$ cat src/rtl/tmr_pkg.sv
// package for the 16-bit compare / gated / capture timer
// assumes a single mclk domain; nothing else shares these names
package tmr_pkg;

	// ******************************************************
	// widths and fixed values
	// ******************************************************
	localparam int TMR_W = 16;
	localparam int TMR_PS_W = 3;
	localparam logic [15:0] TMR_CNT_RESET = 16'h0000;
	localparam logic [15:0] TMR_CNT_RESTART = 16'h0001;
	localparam logic [15:0] TMR_CNT_MAX = 16'hffff;
	localparam logic [15:0] TMR_CNT_WRAP = 16'h0000;
	localparam logic [15:0] TMR_CAP_RESET = 16'h0000;

	// ******************************************************
	// mode encodings on the mode port
	// ******************************************************
	localparam logic [1:0] TMR_MODE_COMPARE = 2'h0;
	localparam logic [1:0] TMR_MODE_GATED = 2'h1;
	localparam logic [1:0] TMR_MODE_CAPCMP = 2'h2;

	// ******************************************************
	// interrupt source configuration (bit 1 set = restrict)
	// ******************************************************
	localparam logic [1:0] TMR_ICFG_CAP_ONLY = 2'h2;
	localparam logic [1:0] TMR_ICFG_RLD_ONLY = 2'h3;

	// capture/compare arming state
	typedef enum logic {
		TMR_CC_WAIT,
		TMR_CC_RUN
	} tmr_cc_e;

	// interrupt filter, shared by every event source
	function automatic logic tmr_irq_ok(input logic [1:0] cfg,
		input logic is_cap);
		tmr_irq_ok = (cfg == TMR_ICFG_CAP_ONLY) ? is_cap :
			(cfg == TMR_ICFG_RLD_ONLY) ? !is_cap : 1'b1;
	endfunction

	// count step, wraps from the top value
	function automatic logic [15:0] tmr_inc(input logic [15:0] v);
		tmr_inc = (v == TMR_CNT_MAX) ? TMR_CNT_WRAP : v + 16'h0001;
	endfunction

endpackage

$ cat src/rtl/tmr_presc.sv
// prescaler: one-cycle tick every 2**prescale mclk cycles
// assumes enable and prescale come from logic on mclk
`timescale 1ns/100ps
module tmr_presc
	import tmr_pkg::*;
(
	input wire logic mclk,
	input wire logic reset,
	input wire logic enable,
	input wire logic [TMR_PS_W-1:0] prescale,
	output logic tick_q
);

	logic [6:0] div_q;
	logic [6:0] div_d;
	logic [6:0] lim;
	logic tick_d;

	// divider restarts whenever the timer is disabled
	always_comb begin
		lim = 7'((8'h01 << prescale) - 8'h01);
		div_d = div_q;
		tick_d = 1'b0;
		if (!enable) begin
			div_d = 7'h00;
		end else if (div_q >= lim) begin
			div_d = 7'h00;
			tick_d = 1'b1;
		end else begin
			div_d = div_q + 7'h01;
		end
	end

	always_ff @(posedge mclk) begin
		if (reset) begin
			div_q <= 7'h00;
			tick_q <= 1'b0;
		end else begin
			div_q <= div_d;
			tick_q <= tick_d;
		end
	end

endmodule // tmr_presc

$ cat src/rtl/tmr_top.sv
// 16-bit timer: compare, gated and capture/compare modes
// assumes control ports are set while enable is low; timer_in is a pin
`timescale 1ns/100ps
module tmr_top
	import tmr_pkg::*;
(
	input wire logic mclk,
	input wire logic reset,
	input wire logic enable,
	input wire logic [1:0] mode,
	input wire logic [TMR_PS_W-1:0] prescale,
	input wire logic input_polarity_bit,
	input wire logic [1:0] interrupt_source_config,
	input wire logic out_alt_en,
	input wire logic out_init,
	input wire logic count_load,
	input wire logic [TMR_W-1:0] count_load_value,
	input wire logic [TMR_W-1:0] reload_value,
	input wire logic timer_in,
	output logic [TMR_W-1:0] count_q,
	output logic [TMR_W-1:0] capture_value_pair,
	output logic capture_cause_flag,
	output logic timer_irq_q,
	output logic timer_out_q
);

	// ******************************************************
	// input pin synchroniser and edge detection
	// ******************************************************
	logic tin_s1_q;
	logic tin_s2_q;
	logic tin_s3_q;
	logic tick;
	logic tin_act;
	logic tin_was_act;
	logic sel_edge;
	logic deassert;

	// first stage is read only by the second
	always_ff @(posedge mclk) begin
		if (reset) begin
			tin_s1_q <= 1'b0;
			tin_s2_q <= 1'b0;
			tin_s3_q <= 1'b0;
		end else begin
			tin_s1_q <= timer_in;
			tin_s2_q <= tin_s1_q;
			tin_s3_q <= tin_s2_q;
		end
	end

	// polarity bit picks active level and capture edge
	assign tin_act = tin_s2_q == input_polarity_bit;
	assign tin_was_act = tin_s3_q == input_polarity_bit;
	assign sel_edge = tin_act && !tin_was_act;
	assign deassert = !tin_act && tin_was_act;

	// ******************************************************
	// prescaler
	// ******************************************************
	tmr_presc u_presc (
		.mclk(mclk),
		.reset(reset),
		.enable(enable),
		.prescale(prescale),
		.tick_q(tick)
	);

	// ******************************************************
	// counter, capture and interrupt state
	// ******************************************************
	tmr_cc_e cc_q;
	tmr_cc_e cc_d;
	logic [TMR_W-1:0] count_d;
	logic [TMR_W-1:0] cap_d;
	logic flag_d;
	logic irq_d;
	logic out_d;
	logic match;
	logic cap_ev;

	// match is judged at a tick; the new count is seen next tick
	assign match = tick && count_q == reload_value;
	assign cap_ev = enable && mode == TMR_MODE_CAPCMP &&
		cc_q == TMR_CC_RUN && sel_edge;

	always_comb begin
		cc_d = cc_q;
		count_d = count_q;
		cap_d = capture_value_pair;
		flag_d = capture_cause_flag;
		irq_d = 1'b0;
		out_d = timer_out_q;
		if (!enable) begin
			// re-arm so the next enable waits for a first edge again
			cc_d = TMR_CC_WAIT;
			out_d = out_init;
		end else begin
			case (mode)
			TMR_MODE_COMPARE: begin
				if (tick) begin
					count_d = tmr_inc(count_q);
				end
				if (match) begin
					irq_d = tmr_irq_ok(interrupt_source_config, 1'b0);
					if (out_alt_en) begin
						out_d = !timer_out_q;
					end
				end
			end
			TMR_MODE_GATED: begin
				if (tick && tin_act) begin
					count_d = tmr_inc(count_q);
					if (match) begin
						count_d = TMR_CNT_RESTART;
					end
				end
				if (deassert || (match && tin_act)) begin
					irq_d = tmr_irq_ok(interrupt_source_config, 1'b0);
				end
			end
			TMR_MODE_CAPCMP: begin
				if (cc_q == TMR_CC_WAIT) begin
					if (sel_edge) begin
						cc_d = TMR_CC_RUN;
					end
				end else if (cap_ev) begin
					cap_d = count_q;
					count_d = TMR_CNT_RESTART;
					flag_d = 1'b1;
					irq_d = tmr_irq_ok(interrupt_source_config, 1'b1);
				end else if (match) begin
					count_d = TMR_CNT_RESTART;
					flag_d = 1'b0;
					irq_d = tmr_irq_ok(interrupt_source_config, 1'b0);
				end else if (tick) begin
					count_d = tmr_inc(count_q);
				end
			end
			default: begin
				cc_d = TMR_CC_WAIT;
			end
			endcase
		end
		// software load wins; enable-last ordering is software's duty
		if (count_load) begin
			count_d = count_load_value;
		end
	end

	always_ff @(posedge mclk) begin
		if (reset) begin
			cc_q <= TMR_CC_WAIT;
			count_q <= TMR_CNT_RESET;
			capture_value_pair <= TMR_CAP_RESET;
			capture_cause_flag <= 1'b0;
			timer_irq_q <= 1'b0;
			timer_out_q <= 1'b0;
		end else begin
			cc_q <= cc_d;
			count_q <= count_d;
			capture_value_pair <= cap_d;
			capture_cause_flag <= flag_d;
			timer_irq_q <= irq_d;
			timer_out_q <= out_d;
		end
	end

	logic cmp_run;
	logic cc_run;
	assign cmp_run = enable && mode == TMR_MODE_COMPARE && !count_load;
	assign cc_run = enable && mode == TMR_MODE_CAPCMP && !count_load;
endmodule // tmr_top

$ cat config.mk
export PLATFORM = sky130hd
export DESIGN_NAME = tmr_top
export DESIGN_NICKNAME = d
export VERILOG_FILES = /design/src/rtl/tmr_pkg.sv /design/src/rtl/tmr_presc.sv /design/src/rtl/tmr_top.sv
export SDC_FILE = /design/constraint.sdc
export NUM_CORES = 1
export LEC_CHECK = 0
export BUFFER_PORTS_ARGS = -buffer_cell sky130_fd_sc_hd__buf_2
export CORE_MARGIN = 5
export CORE_UTILIZATION = 49
export DETAILED_ROUTE_END_ITERATION = 16
export GPL_TIMING_DRIVEN = 0
export PLACE_DENSITY_LB_ADDON = 0.08
export SLEW_MARGIN = 0
export SYNTH_ARGS = -nofsm -noshare
export SYNTH_HDL_FRONTEND = slang
export SYNTH_HIERARCHICAL = 1
export SYNTH_SLANG_ARGS = --single-unit
$ cat constraint.sdc
create_clock -name mclk -period 1.9 [get_ports mclk]
set_input_delay 0.19 -clock mclk [delete_from_list [all_inputs] [get_ports mclk]]
set_output_delay 0.19 -clock mclk [all_outputs]
set_load 0.1 [all_outputs]
Word-level counts from Yosys, hierarchy flattened
Cells that the tools add are included.
- add/sub/neg operators: 3
- multiply operators: 0
- divide/modulo/power cells: 0
- $lt $le $gt $ge: 1
- eq/ne operators: 13
- shift-type cells: 1
- mux-type cells: 28
- bitwise operators: 1
- reductions and logical operators: 23
- operators by type and width (operator ; count):
    two-way mux 16 bit ; 9
    one-hot mux 16 bit (3 select lines) ; 1
    adder 16 x 1 -> 16 bit, second input constant ; 1
    equality test 16 bit ; 1
    equality test 16 bit, second input constant ; 1
    two-way mux 1 bit ; 16
    AND reduction 4 bit ; 3
    logical AND 1 bit ; 8
    adder 7 x 1 -> 7 bit, second input constant ; 1
    greater-or-equal comparator 7 bit ; 1
    left shift 1 x 3 -> 7 bit, first input constant ; 1
    subtractor 7 x 1 -> 7 bit, second input constant ; 1
    equality test 2 bit, second input constant ; 3
    inequality test 2 x 1 -> 1 bit, second input constant ; 3
    inequality test 3 bit, second input constant ; 2
    nonzero test 2 bit ; 2
    nonzero test 4 bit ; 1
    OR reduction 2 bit ; 2
    zero test 1 bit ; 3
    one-hot mux 1 bit (3 select lines) ; 1
    AND reduction 3 bit ; 1
    OR reduction 3 bit ; 1
    equality test 1 bit ; 2
    equality test 2 x 1 -> 1 bit, second input constant ; 1
    other kinds (4) ; 4
- register bits: 47
- bits in latches: 0
- RAM bits: 0
- ROM bits: 0
- input bits: 47
- word-level logic and storage cells: 81
- memories kept: 0

Depth between registers and ports, before layout
Gate-level depths: netlist of the first run.
- depth in word-level cells: 9
- mapped depth: 10
- gate-level depth less buffers: 8

By module
Netlist of the first run, hierarchy kept.
- modules (own cells, without submodules) (module ; instances ; cells each ; area an instance (µm²)):
    tmr_top ; 1 ; 368 ; 2954.1
    tmr_presc ; 1 ; 53 ; 496.7

Least setup slack after synthesis of the first run
Ideal clock, no wire load.
- path kind: flip-flop to flip-flop
- from: register count_q[1]
- to: register count_q[0]
- data arrival time: 2.503 ns
- data required time: 1.784 ns
- path slack: -0.719 ns
- cell stages (with the launch flop): 8
- period minus slack after synthesis: 2.619 ns
- cells stage by stage: dfxtp_1 ha_1 nand3_2 nor3_2 a21oi_1 mux2i_1 o2111ai_1 o211a_1
- word-level cells in the longest chain between the ends: 9
- ends and longest elaborated chain (what ; line ; source):
    start, declared ; tmr_top.sv:20 ; output logic [TMR_W-1:0] count_q,
    start signal, assigned ; tmr_top.sv:161 ; count_q <= count_d;
    equality test 16 bit ; tmr_pkg.sv:44 ; tmr_inc = (v == TMR_CNT_MAX) ? TMR_CNT_WRAP : v + 16'h0001;
    two-way mux 16 bit ; tmr_pkg.sv:44 ;
    two-way mux 16 bit ; tmr_top.sv:101, tmr_top.sv:136 ;
    two-way mux 16 bit ; tmr_top.sv:132 ; end else if (match) begin
    two-way mux 16 bit ; tmr_top.sv:127 ; end else if (cap_ev) begin
    two-way mux 16 bit ; tmr_top.sv:123 ; if (cc_q == TMR_CC_WAIT) begin
    one-hot mux 16 bit (3 select lines) (*) ; tmr_top.sv:99 ; case (mode)
    two-way mux 16 bit (*) ; tmr_top.sv:94 ; if (!enable) begin
    two-way mux 16 bit (*) ; tmr_top.sv:146 ; if (count_load) begin
Every way passes the cells marked *; elsewhere a longest branch is shown, timed or not. The select of a mux whose other input is x is not followed.
A chain may end at the register's enable or synchronous reset.

Worst setup path in the final report of the first run
- from: register count_q[6]
- to: register count_q[11]
- word-level cells in the longest chain between the ends: 9
- ends and longest elaborated chain (what ; line):
    adder 16 x 1 -> 16 bit or equality test 16 bit (tied branches) ; tmr_pkg.sv:44
    two-way mux 16 bit ; tmr_pkg.sv:44
    two-way mux 16 bit ; tmr_top.sv:101, tmr_top.sv:136
    two-way mux 16 bit ; tmr_top.sv:132
    two-way mux 16 bit ; tmr_top.sv:127
    two-way mux 16 bit ; tmr_top.sv:123
    one-hot mux 16 bit (3 select lines) (*) ; tmr_top.sv:99
    two-way mux 16 bit (*) ; tmr_top.sv:94
    two-way mux 16 bit (*) ; tmr_top.sv:146
Marked as above.

==> metrics.md, run 1 <==
| Metric | Value |
|---|---|
| Starting Density | `slightly above 50%` |
| Crit-path slowest cell | `dfxtp_4` |
| Sink Count | `47` |
| CTS tree | `built` |
| Chip height | `between 90 and 100 um` |
| Pwr dens | `587 nW/um2` |
| Total vias in the final route | `3707` |
| Startpoint types | `flop` |
| Clk_lat worst skew | `310 ps` |
| Count of maximum capacitance violations | `0` |
| Worst setup EP type | `flop` |
| Maximum VDD drop | `roughly 0.00032 V` |
| Initial antenna violation count | `0` |
| Avg Inst Size Synth | `8.20 um2` |
| Total power | `between 2 and 3 mW` |
| Top cells by area, synth | `dfxtp_1 27%, xnor2_1 7.4%, ha_1 4.7%, mux2i_1 4.4%, nor2_1 4.4%` |
| Core Area | `6830 um2` |
| Hold WC Path Type | `primary input to flop` |
| Nets | `598` |
| Die area | `between 8000 and 9000 um2` |
| Crit path time final | `just under 2000 ps` |
| Post-synth top cells | `47 x dfxtp_1, 40 x nor2_1, 30 x nand2_1` |
| Post-synth EDFFs | `0` |
| Num CTS Buffers | `5` |
| Hold_sp | `timer_in` |
| Gr ovfl total | `0` |
| Post-synth top area share | `27.3%` |
| Final setup fails | `5` |
| Main synth FF type | `dfxtp_1` |
| Met2 routed WL | `5190 um` |
| Area Growth Syn to Fin | `37.6%` |
| IO buf count | `80` |
| Standard-cell rows | `30` |
| Vias in the first global route | `3475` |
| Post-Syn Area | `3450 um2` |
| Setup ws final | `-86.2 ps` |
| Largest net degree at the start of global routing | `17` |
| Vias per inst | `5.84` |
| Final HPWL DP | `7870 um` |
| Final core occ | `69.5%` |
| Starting DRC count in detailed routing | `365` |
| Critical Path AT | `approximately 2200 ps` |
| Antenna Cells | `0` |
| Hold Violations, Final | `0` |
| Reg-to-Reg Start | `count_q[6]` |
| Max-slew violations | `0` |
| Cell count of the worst reg-to-reg path | `7` |
| Yosys synthesis warning count | `6` |
| Crit path max fanout | `8` |
| Setup_tns | `-178 ps` |
| Critical path cell sequence | `buf_6, nand3_2, nor2_4, nand2_2, nor4_4, o21ai_2, a2111oi_4` |
| Unrepaired setup endpoints after global routing | `true` |
| Clock tree buffer depth | `2` |
| Slew at the pin with the worst max-slew slack | `782 ps` |
| Drt first pass iters | `5` |
| Yosys reg bits | `47` |
| WS Path Type | `flop to flop` |
| Count leader, synth | `dfxtp_1` |
| Root Buffer | `clkbuf_8` |
| H-tree depth | `2` |
| Post-Syn Instances | `421` |
| Hold Path Stages | `2` |
| Leakage | `2.08 nW` |
| Fraction of registers with async set/reset | `0%` |
| Data required time of the worst path | `around 2100 ps` |
| Max layer used | `met4` |
| Failing checks | `setup timing` |
| Register area share after synthesis | `27.3%` |
| Die W | `93.9 um` |
| CTS hold repair buffers | `0` |
| Syn_nets | `between 400 and 500` |
| Met3 routed WL | `891 um` |
| Worst path max stage delay | `360 ps` |
| GPL Wtd Cong | `0.904` |
| Min-Delay Endpoint | `tin_s1_q` |
| Post-route ant nets | `0` |
| Top cell type by total area after synthesis | `dfxtp_1` |
| Fmax achieved | `0.503 GHz` |
| Status | `finished with violations` |
| Drt drc | `0` |
| Clock slew at reported path FFs | `100 ps` |
| Drt wl/cell | `about 18 um` |
| GRT Total Usage | `24.2%` |
| First-pass GRT wire length | `16900 um` |
| Slew HR | `47.9%` |
| R2r setup slk | `-90 ps` |
| I/O Pins | `82` |
| Routed WL | `11300 um` |
| Worst R2R End | `count_q[11]` |
| Distinct cells, synth | `just under 70` |
| Final Cycle Share | `105%` |
| Share of cells above drive strength 1 | `39.1%` |
| Clock skew | `4.97 ps` |
| DRT met1 WL | `about 5000 um` |
==> sequential cells by signal (all words and copies together) (netlist names) <==
name	count
capture_value_pair	16
count_q	16
u_presc/div_q	7
capture_cause_flag	1
cc_q	1
timer_irq_q	1
timer_out_q	1
tin_s1_q	1
tin_s2_q	1
tin_s3_q	1
u_presc/tick_q	1
==> layout make-up <==
type                            count  area (um2)
Fill cell                         604        2080
Clock inverter                      2        41.3
Timing Repair Buffer              111         661
Tap cell                           96         120
Clock buffer                        6        93.8
Inverter                           19        71.3
Sequential cell                    47        1000
Buffer                             33         269
Multi-Input combinational cell    321        2490
==> how the worst max path moves through the flow <==
stage,startpoint,endpoint,slack [ps]
after floorplan,count_q[12],count_q[15],1
after global placement,mode[0],count_q[2],-410
after detailed placement,mode[0],count_q[11],-420
after CTS,count_q[8],count_q[11],-30
after global routing,count_q[6],count_q[11],-140
final,count_q[6],count_q[11],-90
==> logic make-up after synthesis <==
kind of cell	Yosys count	synth area share [%]
buffers and inverters	53	7.80
adder cells (fa/ha/maj)	13	4.71
flip-flops	47	27.3
multiplexers	15	4.35
AO/OA/AOI/OAI	96	21.6
XOR/XNOR	40	10.6
AND/OR/NAND/NOR	157	23.6
==> critical path, delay by kind of cell (launching register included) <==
family / cells / cell delay (ps)
AND/OR/NAND/NOR: 4 / 880
flip-flops: 1 / 360
AO/OA/AOI/OAI: 2 / 480
buffers and inverters: 1 / 150
==> cell usage in the layout, fill, tap and decap left out, types with 4 or more instances in the layout <==
cell and n:
clkbuf_1 11, ha_1 12, nor3_4 4, buf_6 14, mux2i_1 15, nand3_1 11, nand2_1 28, a2111oi_2 6
buf_4 30, dfxtp_1 30, a31oi_1 6, a21oi_1 20, nand2b_1 8, xor2_1 9, inv_1 19, nor3_1 18
nor2b_1 11, xnor2_2 6, xnor2_1 25, nor2_1 37, a21o_1 6, o21ai_0 4, buf_2 81, nand4_1 10
clkbuf_8 6, dfxtp_4 16, o21a_1 4
==> power by group <==
group          internal [mW]  total, mW  leakage [nW]  switching [mW]
clock network          0.482      0.873        0.0685           0.391
logic                  0.304      0.856          1.62           0.552
registers               1.01       1.06         0.394          0.0448
total                   1.80       2.79          2.08           0.988
==> per-stage QoR <==
stage	setup slack (ps)	cells	hold slack, ps	instance area (um2)
after floorplan	1.18	421	260	3660
after global placement	-408	597	400	4180
after detailed placement	-420	597	409	4180
after CTS	-33.1	615	85.3	4440
after global routing	-143	635	117	4750
final	-86.2	635	80.5	4750
==> layer usage <==
layer  GRT usage (%)  vias up
met5               0        -
met4            9.03        0
met3            3.93       39
met2            38.4      185
met1            32.8     1738
li1                -     1745
==> repair_timing <==
action / CTS / global route
endpoints found under the setup margin: 14 / 19
hold endpoints to repair: 0 / 0
buffers inserted: 10 / 20
pin swaps: 3 / 16
resized for setup: 8 / 39
cloned: 0 / 1
(Power assumes the default switching activity.)
==> run 2, diff against run 1 <==
Settings changed: SKIP_LAST_GASP from default to 1.
==> run 2 against run 1 <==
Compared with the run above: the flow still finishes with violations (setup timing); critical path depth stayed put; worst hold slack better by 1.6 ps; combinational power hardly changed; die area stayed put.
==> metrics.md, run 2 (synthesis gave the netlist of run 1 again) <==
| Metric | Value |
|---|---|
| GRT Total Usage | `24.2% (unchanged)` |
| Die W | `93.9 um (unchanged)` |
| GR Util met1 | `32.8% (unchanged)` |
| Starting DRC count in detailed routing | `401 (+9.9%)` |
| Slew HR | `47.5% (-0.32 points)` |
| H-tree depth | `2 (unchanged)` |
| Final Cycle Share | `104% (-0.22 points)` |
| Crit path time final | `1980 ps (-4.15 ps)` |
| Share of cells above drive strength 1 | `39.1% (unchanged)` |
| Post-place instance area | `4180 um2 (unchanged)` |
| Clock skew | `3.21 ps (-1.76 ps)` |
| Drt first pass iters | `5 (unchanged)` |
| Fmax achieved | `0.505 GHz (+0.21%)` |
| Nets | `598 (unchanged)` |
| Data required time of the worst path | `2100 ps (about the same)` |
| Die area | `8820 um2 (unchanged)` |
| Post-route ant nets | `0 (unchanged)` |
| Antenna Cells | `0 (unchanged)` |
| Drt drc | `0 (unchanged)` |
| Clock tree buffer depth | `2 (unchanged)` |
| Critical Path AT | `2180 ps (about the same)` |
| Core Area | `6830 um2 (unchanged)` |
| Final core occ | `69.5% (unchanged)` |
| Sequential power share | `38.0% (about the same)` |
| FILL cells | `604 (unchanged)` |
| Leakage | `2.08 nW (unchanged)` |
| CTS hold repair buffers | `0 (unchanged)` |
| Clock slew at reported path FFs | `100 ps (about the same)` |
| Vias per inst | `5.83 (about the same)` |
| Worst path max stage delay | `370 ps (about the same)` |
| Psw | `985 uW (-0.34%)` |
| Final HPWL DP | `7870 um (unchanged)` |
| Area Growth Syn to Fin | `37.6% (unchanged)` |
| Maximum VDD drop | `0.000323 V (about the same)` |
| Met3 Track Usage GR | `3.93% (unchanged)` |
| Failing checks | `setup timing` |
| I/O Pins | `82 (unchanged)` |
| Final setup fails | `4 (-1)` |
| Starting Density | `50.5% (unchanged)` |
| Setup ws final | `-82.0 ps (+4.15 ps)` |
| Max-slew violations | `0 (unchanged)` |
| Unrepaired setup endpoints after global routing | `true` |
| Vias in the first global route | `3475 (unchanged)` |
| Drt wl/cell | `17.7 um (-0.15%)` |
| Gate power share | `30.7% (about the same)` |
| Num CTS Buffers | `5 (unchanged)` |
| Met2 usage in global routing | `38.4% (unchanged)` |
| Chip height | `93.9 um (unchanged)` |
| Global routing's busiest layer | `met2` |
| Most common cell after layout, fill and taps aside | `buf_2` |
| Total vias in the final route | `3704 (-0.081%)` |
| Setup_tns | `-147 ps (+30.9 ps)` |
| Pwr dens | `586 nW/um2 (-0.12%)` |
| Initial antenna violation count | `0 (unchanged)` |
| Final Cell Area | `4750 um2 (unchanged)` |
| WS Path Type | `flop to flop` |
| Count of maximum capacitance violations | `0 (unchanged)` |
| Hold Violations, Final | `0 (unchanged)` |
| Critical path cell sequence | `buf_6, nand3_2, nor2_4, nand2_2, nor4_4, o21ai_2, a2111oi_4` |
| Crit-path slowest cell | `a2111oi_4` |
| Gr ovfl total | `0 (unchanged)` |
| Worst setup EP type | `flop` |
| CTS tree | `built` |
| Standard-cell rows | `30 (unchanged)` |
| GPL Wtd Cong | `0.904 (unchanged)` |
| Total power | `2.78 mW (-0.12%)` |
| Most frequent cells in the layout | `81 x buf_2, 37 x nor2_1, 30 x buf_4, 30 x dfxtp_1, 28 x nand2_1` |
| Sw Ratio | `35.4% (-0.077 points)` |
| IO buf count | `80 (unchanged)` |
| Largest regs | `capture_value_pair x16, count_q x16, u_presc/div_q x7` |
| Slew at the pin with the worst max-slew slack | `787 ps (+4.85 ps)` |
| Largest net degree at the start of global routing | `17 (unchanged)` |
| Hold WC Path Type | `primary input to flop` |
| Startpoint types | `flop` |
| Routed WL | `11300 um (-0.15%)` |
| First-pass GRT wire length | `16900 um (unchanged)` |
| Status | `finished with violations` |
| Clk_lat worst skew | `310 ps (about the same)` |
| Crit path max fanout | `8 (unchanged)` |
| Sink Count | `47 (unchanged)` |
| Fin Hold WS | `82.2 ps (+1.65 ps)` |
| Root Buffer | `clkbuf_8` |
| Clock power share | `31.2% (about the same)` |
| Internal | `1.80 mW (about the same)` |
run 2: metal layers:
| layer | part of all wire [%] | up-vias |
|---|---|---|
| li1 | - | 1741 |
| met1 | 42 | 1727 |
| met2 | 47 | 202 |
| met3 | 8.2 | 34 |
| met4 | 2.7 | 0 |
| met5 | 0 | - |
run 2: worst paths after layout:
path	startpoint	endpoint	slack, ps	depth (start not counted)
max	count_q[6]	count_q[11]	-80	7
min	timer_in	tin_s1_q	80	2
max reg2reg	count_q[6]	count_q[11]	-80	7
min reg2reg	tin_s1_q	tin_s2_q	450	1
run 2: final cells by class:
type	instances	area [um2]	share of cell area, %
well taps	96	120	2.53
multi-input cells	321	2490	52.4
clock inverters	2	41.3	0.870
repair buffers	111	661	13.9
clock buffers	6	93.8	1.98
plain buffers	33	269	5.67
flip-flops and latches	47	1000	21.1
inverters	19	71.3	1.50
run 2: power by group through the flow:
stage,combinational [mW],sequential (mW),clock (mW)
finish,0.855,1.06,0.870
global route,0.903,1.06,0.918
CTS,0.797,1.05,0.881
detailed placement,0.778,1.07,0
global placement,0.768,1.07,0
floorplan,0.397,1.27,0
run 2: repair_timing:
| item | in CTS | in global routing |
|---|---|---|
| setup buffers | 10 | 20 |
| setup endpoints to repair | 14 | 19 |
| gates cloned | 0 | 1 |
| pin swaps | 3 | 15 |
| gates resized for setup | 8 | 39 |
run 2: worst max-delay path: cells and delay by family, from the launching register on:
| kind | cells | cell delay, ps |
|---|---|---|
| AO/OA/AOI/OAI | 2 | 490 |
| buffers and inverters | 1 | 150 |
| flip-flops | 1 | 360 |
| AND/OR/NAND/NOR | 4 | 880 |
run 2: per-stage QoR:
| step | setup WS, ps | std cells |
|---|---|---|
| finish | -82.0 | 635 |
| global route | -143 | 635 |
| CTS | -33.1 | 615 |
| detailed placement | -420 | 597 |
| global placement | -408 | 597 |
| floorplan | 1.18 | 421 |
==> run 3, diff against run 2 <==
Settings changed: CORE_UTILIZATION 49 to 50, CTS_BUF_LIST from default to sky130_fd_sc_hd__clkbuf_4 sky130_fd_sc_hd__clkbuf_8, PLACE_DENSITY from default to 0.86, PLACE_DENSITY_LB_ADDON 0.08 to default.
==> run 3 against run 2 <==
Compared with the run above: the run still ends with setup timing left; global-route usage increased by 2.1 points; sequential share of layout area fell by 0.75 points; core utilization rose by 3.6 points; design area is 4.1% higher; clock skew rose by 8.0 ps; highest routed layer unchanged; cell count down 1.1%; setup slack got worse by 37 ps.
==> metrics.md, run 3 (synthesis gave the netlist of run 1 again) <==
| Metric | Value |
|---|---|
| Status | `finished with violations` |
| Failing checks | `setup timing` |
| Setup ws final | `-119 ps (-36.6 ps)` |
| Most common cell after layout, fill and taps aside | `buf_2` |
| Worst setup EP type | `flop` |
| Clock tree buffer depth | `2 (unchanged)` |
| Nets | `607 (+1.5%)` |
| Sink Count | `47 (unchanged)` |
| Num CTS Buffers | `5 (unchanged)` |
| Gate power share | `31.9% (+1.2 points)` |
| Clk_lat worst skew | `320 ps (about the same)` |
| Crit path time final | `2020 ps (+36.6 ps)` |
| Count of maximum capacitance violations | `0 (unchanged)` |
| Hold WC Path Type | `primary input to flop` |
| Most frequent cells in the layout | `83 x buf_2, 40 x buf_4, 37 x nor2_1` |
| Drt first pass iters | `7 (+2)` |
| IO buf count | `80 (unchanged)` |
| Crit path max fanout | `5 (-3)` |
| Drt wl/cell | `21.5 um (+21%)` |
| DRT met1 WL | `4850 um (+1.4%)` |
| Initial antenna violation count | `0 (unchanged)` |
| Cell count of the worst reg-to-reg path | `7 (unchanged)` |
| DP Worst Slack | `-432 ps (-11.7 ps)` |
| Total vias in the final route | `4059 (+9.6%)` |
| Internal | `1.78 mW (-1.2%)` |
| Final core occ | `73.1% (+3.6 points)` |
| Share of cells above drive strength 1 | `43.2% (+4.1 points)` |
| Die area | `8660 um2 (-1.8%)` |
| I/O Pins | `82 (unchanged)` |
| Max layer used | `met4` |
| Vias in the first global route | `3702 (+6.5%)` |
| Routed WL | `13500 um (+20%)` |
| Area Growth Syn to Fin | `43.2%` |
| Final HPWL DP | `8010 um (+1.8%)` |
| Standard-cell rows | `30 (unchanged)` |
| Maximum VDD drop | `0.000401 V (+24%)` |
| Pwr dens | `573 nW/um2 (-2.4%)` |
| Clock slew at reported path FFs | `100 ps (about the same)` |
| Die W | `93.1 um (-0.90%)` |
| Clock power share | `29.3% (-1.9 points)` |
| Fmax achieved | `0.495 GHz (-1.8%)` |
| Sequential power share | `38.8% (+0.8 points)` |
| Root Buffer | `clkbuf_8` |
| GPL Wtd Cong | `0.944 (+4.4%)` |
| Unrepaired setup endpoints after global routing | `true` |
| Antenna Cells | `0 (unchanged)` |
| Largest regs | `capture_value_pair x16, count_q x16, u_presc/div_q x7` |
| Drt drc | `0 (unchanged)` |
| Final Cycle Share | `106% (+1.9 points)` |
| Starting Density | `51.1% (+0.56 points)` |
| CTS tree | `built` |
| Gr ovfl total | `0 (unchanged)` |
| Vias per inst | `6.46 (+11%)` |
| Leakage | `2.21 nW (+5.9%)` |
| Largest net degree at the start of global routing | `16 (-1)` |
| GRT Total Usage | `26.3% (+2.1 points)` |
| Psw | `1.05 mW (+6.7%)` |
| Hold Violations, Final | `0 (unchanged)` |
| H-tree depth | `2 (unchanged)` |
| Slew HR | `43.7% (-3.9 points)` |
| Sw Ratio | `37.2% (+1.8 points)` |
| First-pass GRT wire length | `18200 um (+7.1%)` |
| Final setup fails | `12 (+8)` |
| Clock skew | `11.2 ps (+8.01 ps)` |
| Max-slew violations | `0 (unchanged)` |
| Chip height | `93.1 um (-0.90%)` |
| Startpoint types | `flop` |
| Core Area | `6760 um2 (-1.1%)` |
| Slew at the pin with the worst max-slew slack | `845 ps (+58.1 ps)` |
| Met2 routed WL | `6250 um (+19%)` |
| Met3 routed WL | `1550 um (+68%)` |
| Post-route ant nets | `0 (unchanged)` |
| Critical Path AT | `2220 ps (+40 ps)` |
| Data required time of the worst path | `2100 ps (about the same)` |
| Starting DRC count in detailed routing | `620 (+55%)` |
| Hold Path Stages | `2 (unchanged)` |
| WS Path Type | `flop to flop` |
==> run 3: worst paths after layout <==
kind,slack [ps],end,from
worst max-delay path,-120,count_q[8],count_q[0]
worst min-delay path,100,tin_s1_q,timer_in
worst min register to register,440,tin_s2_q,tin_s1_q
worst max register to register,-120,count_q[8],count_q[0]
==> run 3: layer usage <==
metal | GRT usage, % | vias up
met5 | 0 | -
met4 | 12.9 | 0
met3 | 4.91 | 93
met2 | 43.6 | 322
met1 | 32.7 | 1891
li1 | - | 1753
==> run 3: layout make-up <==
cell class | count | area (um2)
clock inverter | 2 | 38.8
buffer | 26 | 200
multi-input combinational | 321 | 2660
inverter | 19 | 71.3
clock buffer | 6 | 82.6
sequential | 47 | 1010
fill | 454 | 1820
timing repair buffer | 127 | 786
tap | 80 | 100
==> run 3: repair_timing <==
| item | 4_1_cts | 5_1_grt |
|---|---|---|
| buffers inserted | 15 | 30 |
| pin swaps | 16 | 24 |
| gates resized for setup | 19 | 54 |
| hold buffers | 0 | 0 |
| cloned | 2 | 1 |
| setup endpoints to repair | 19 | 20 |
==> run 3: stage by stage <==
stage	power, mW	cell area [um2]	cells	setup TNS, ps	hold slack [ps]
floorplan	1.67	3660	421	0	260
global placement	1.84	4160	581	-3250	400
CTS	2.69	4430	598	-72.3	94.1
global route	2.90	4940	628	-1210	93.8
detailed placement	1.86	4160	581	-4230	414
finish	2.83	4940	628	-595	97.3
==> run 3: power groups by stage <==
stage	Sequential (mW)	Clock (mW)	Combinational, mW
after global routing	1.10	0.861	0.942
after floorplan	1.27	0	0.397
final	1.10	0.830	0.903
after detailed placement	1.07	0	0.781
after global placement	1.07	0	0.765
after CTS	1.09	0.826	0.775
==> run 3: critical path, stage by stage, from the launching register on <==
cell	delay, ps
dfxtp_4	390
ha_4	190
nand4_1	300
nor2_2	290
nand2_1	110
xnor2_1	190
nand2_1	70
a2111oi_1	360
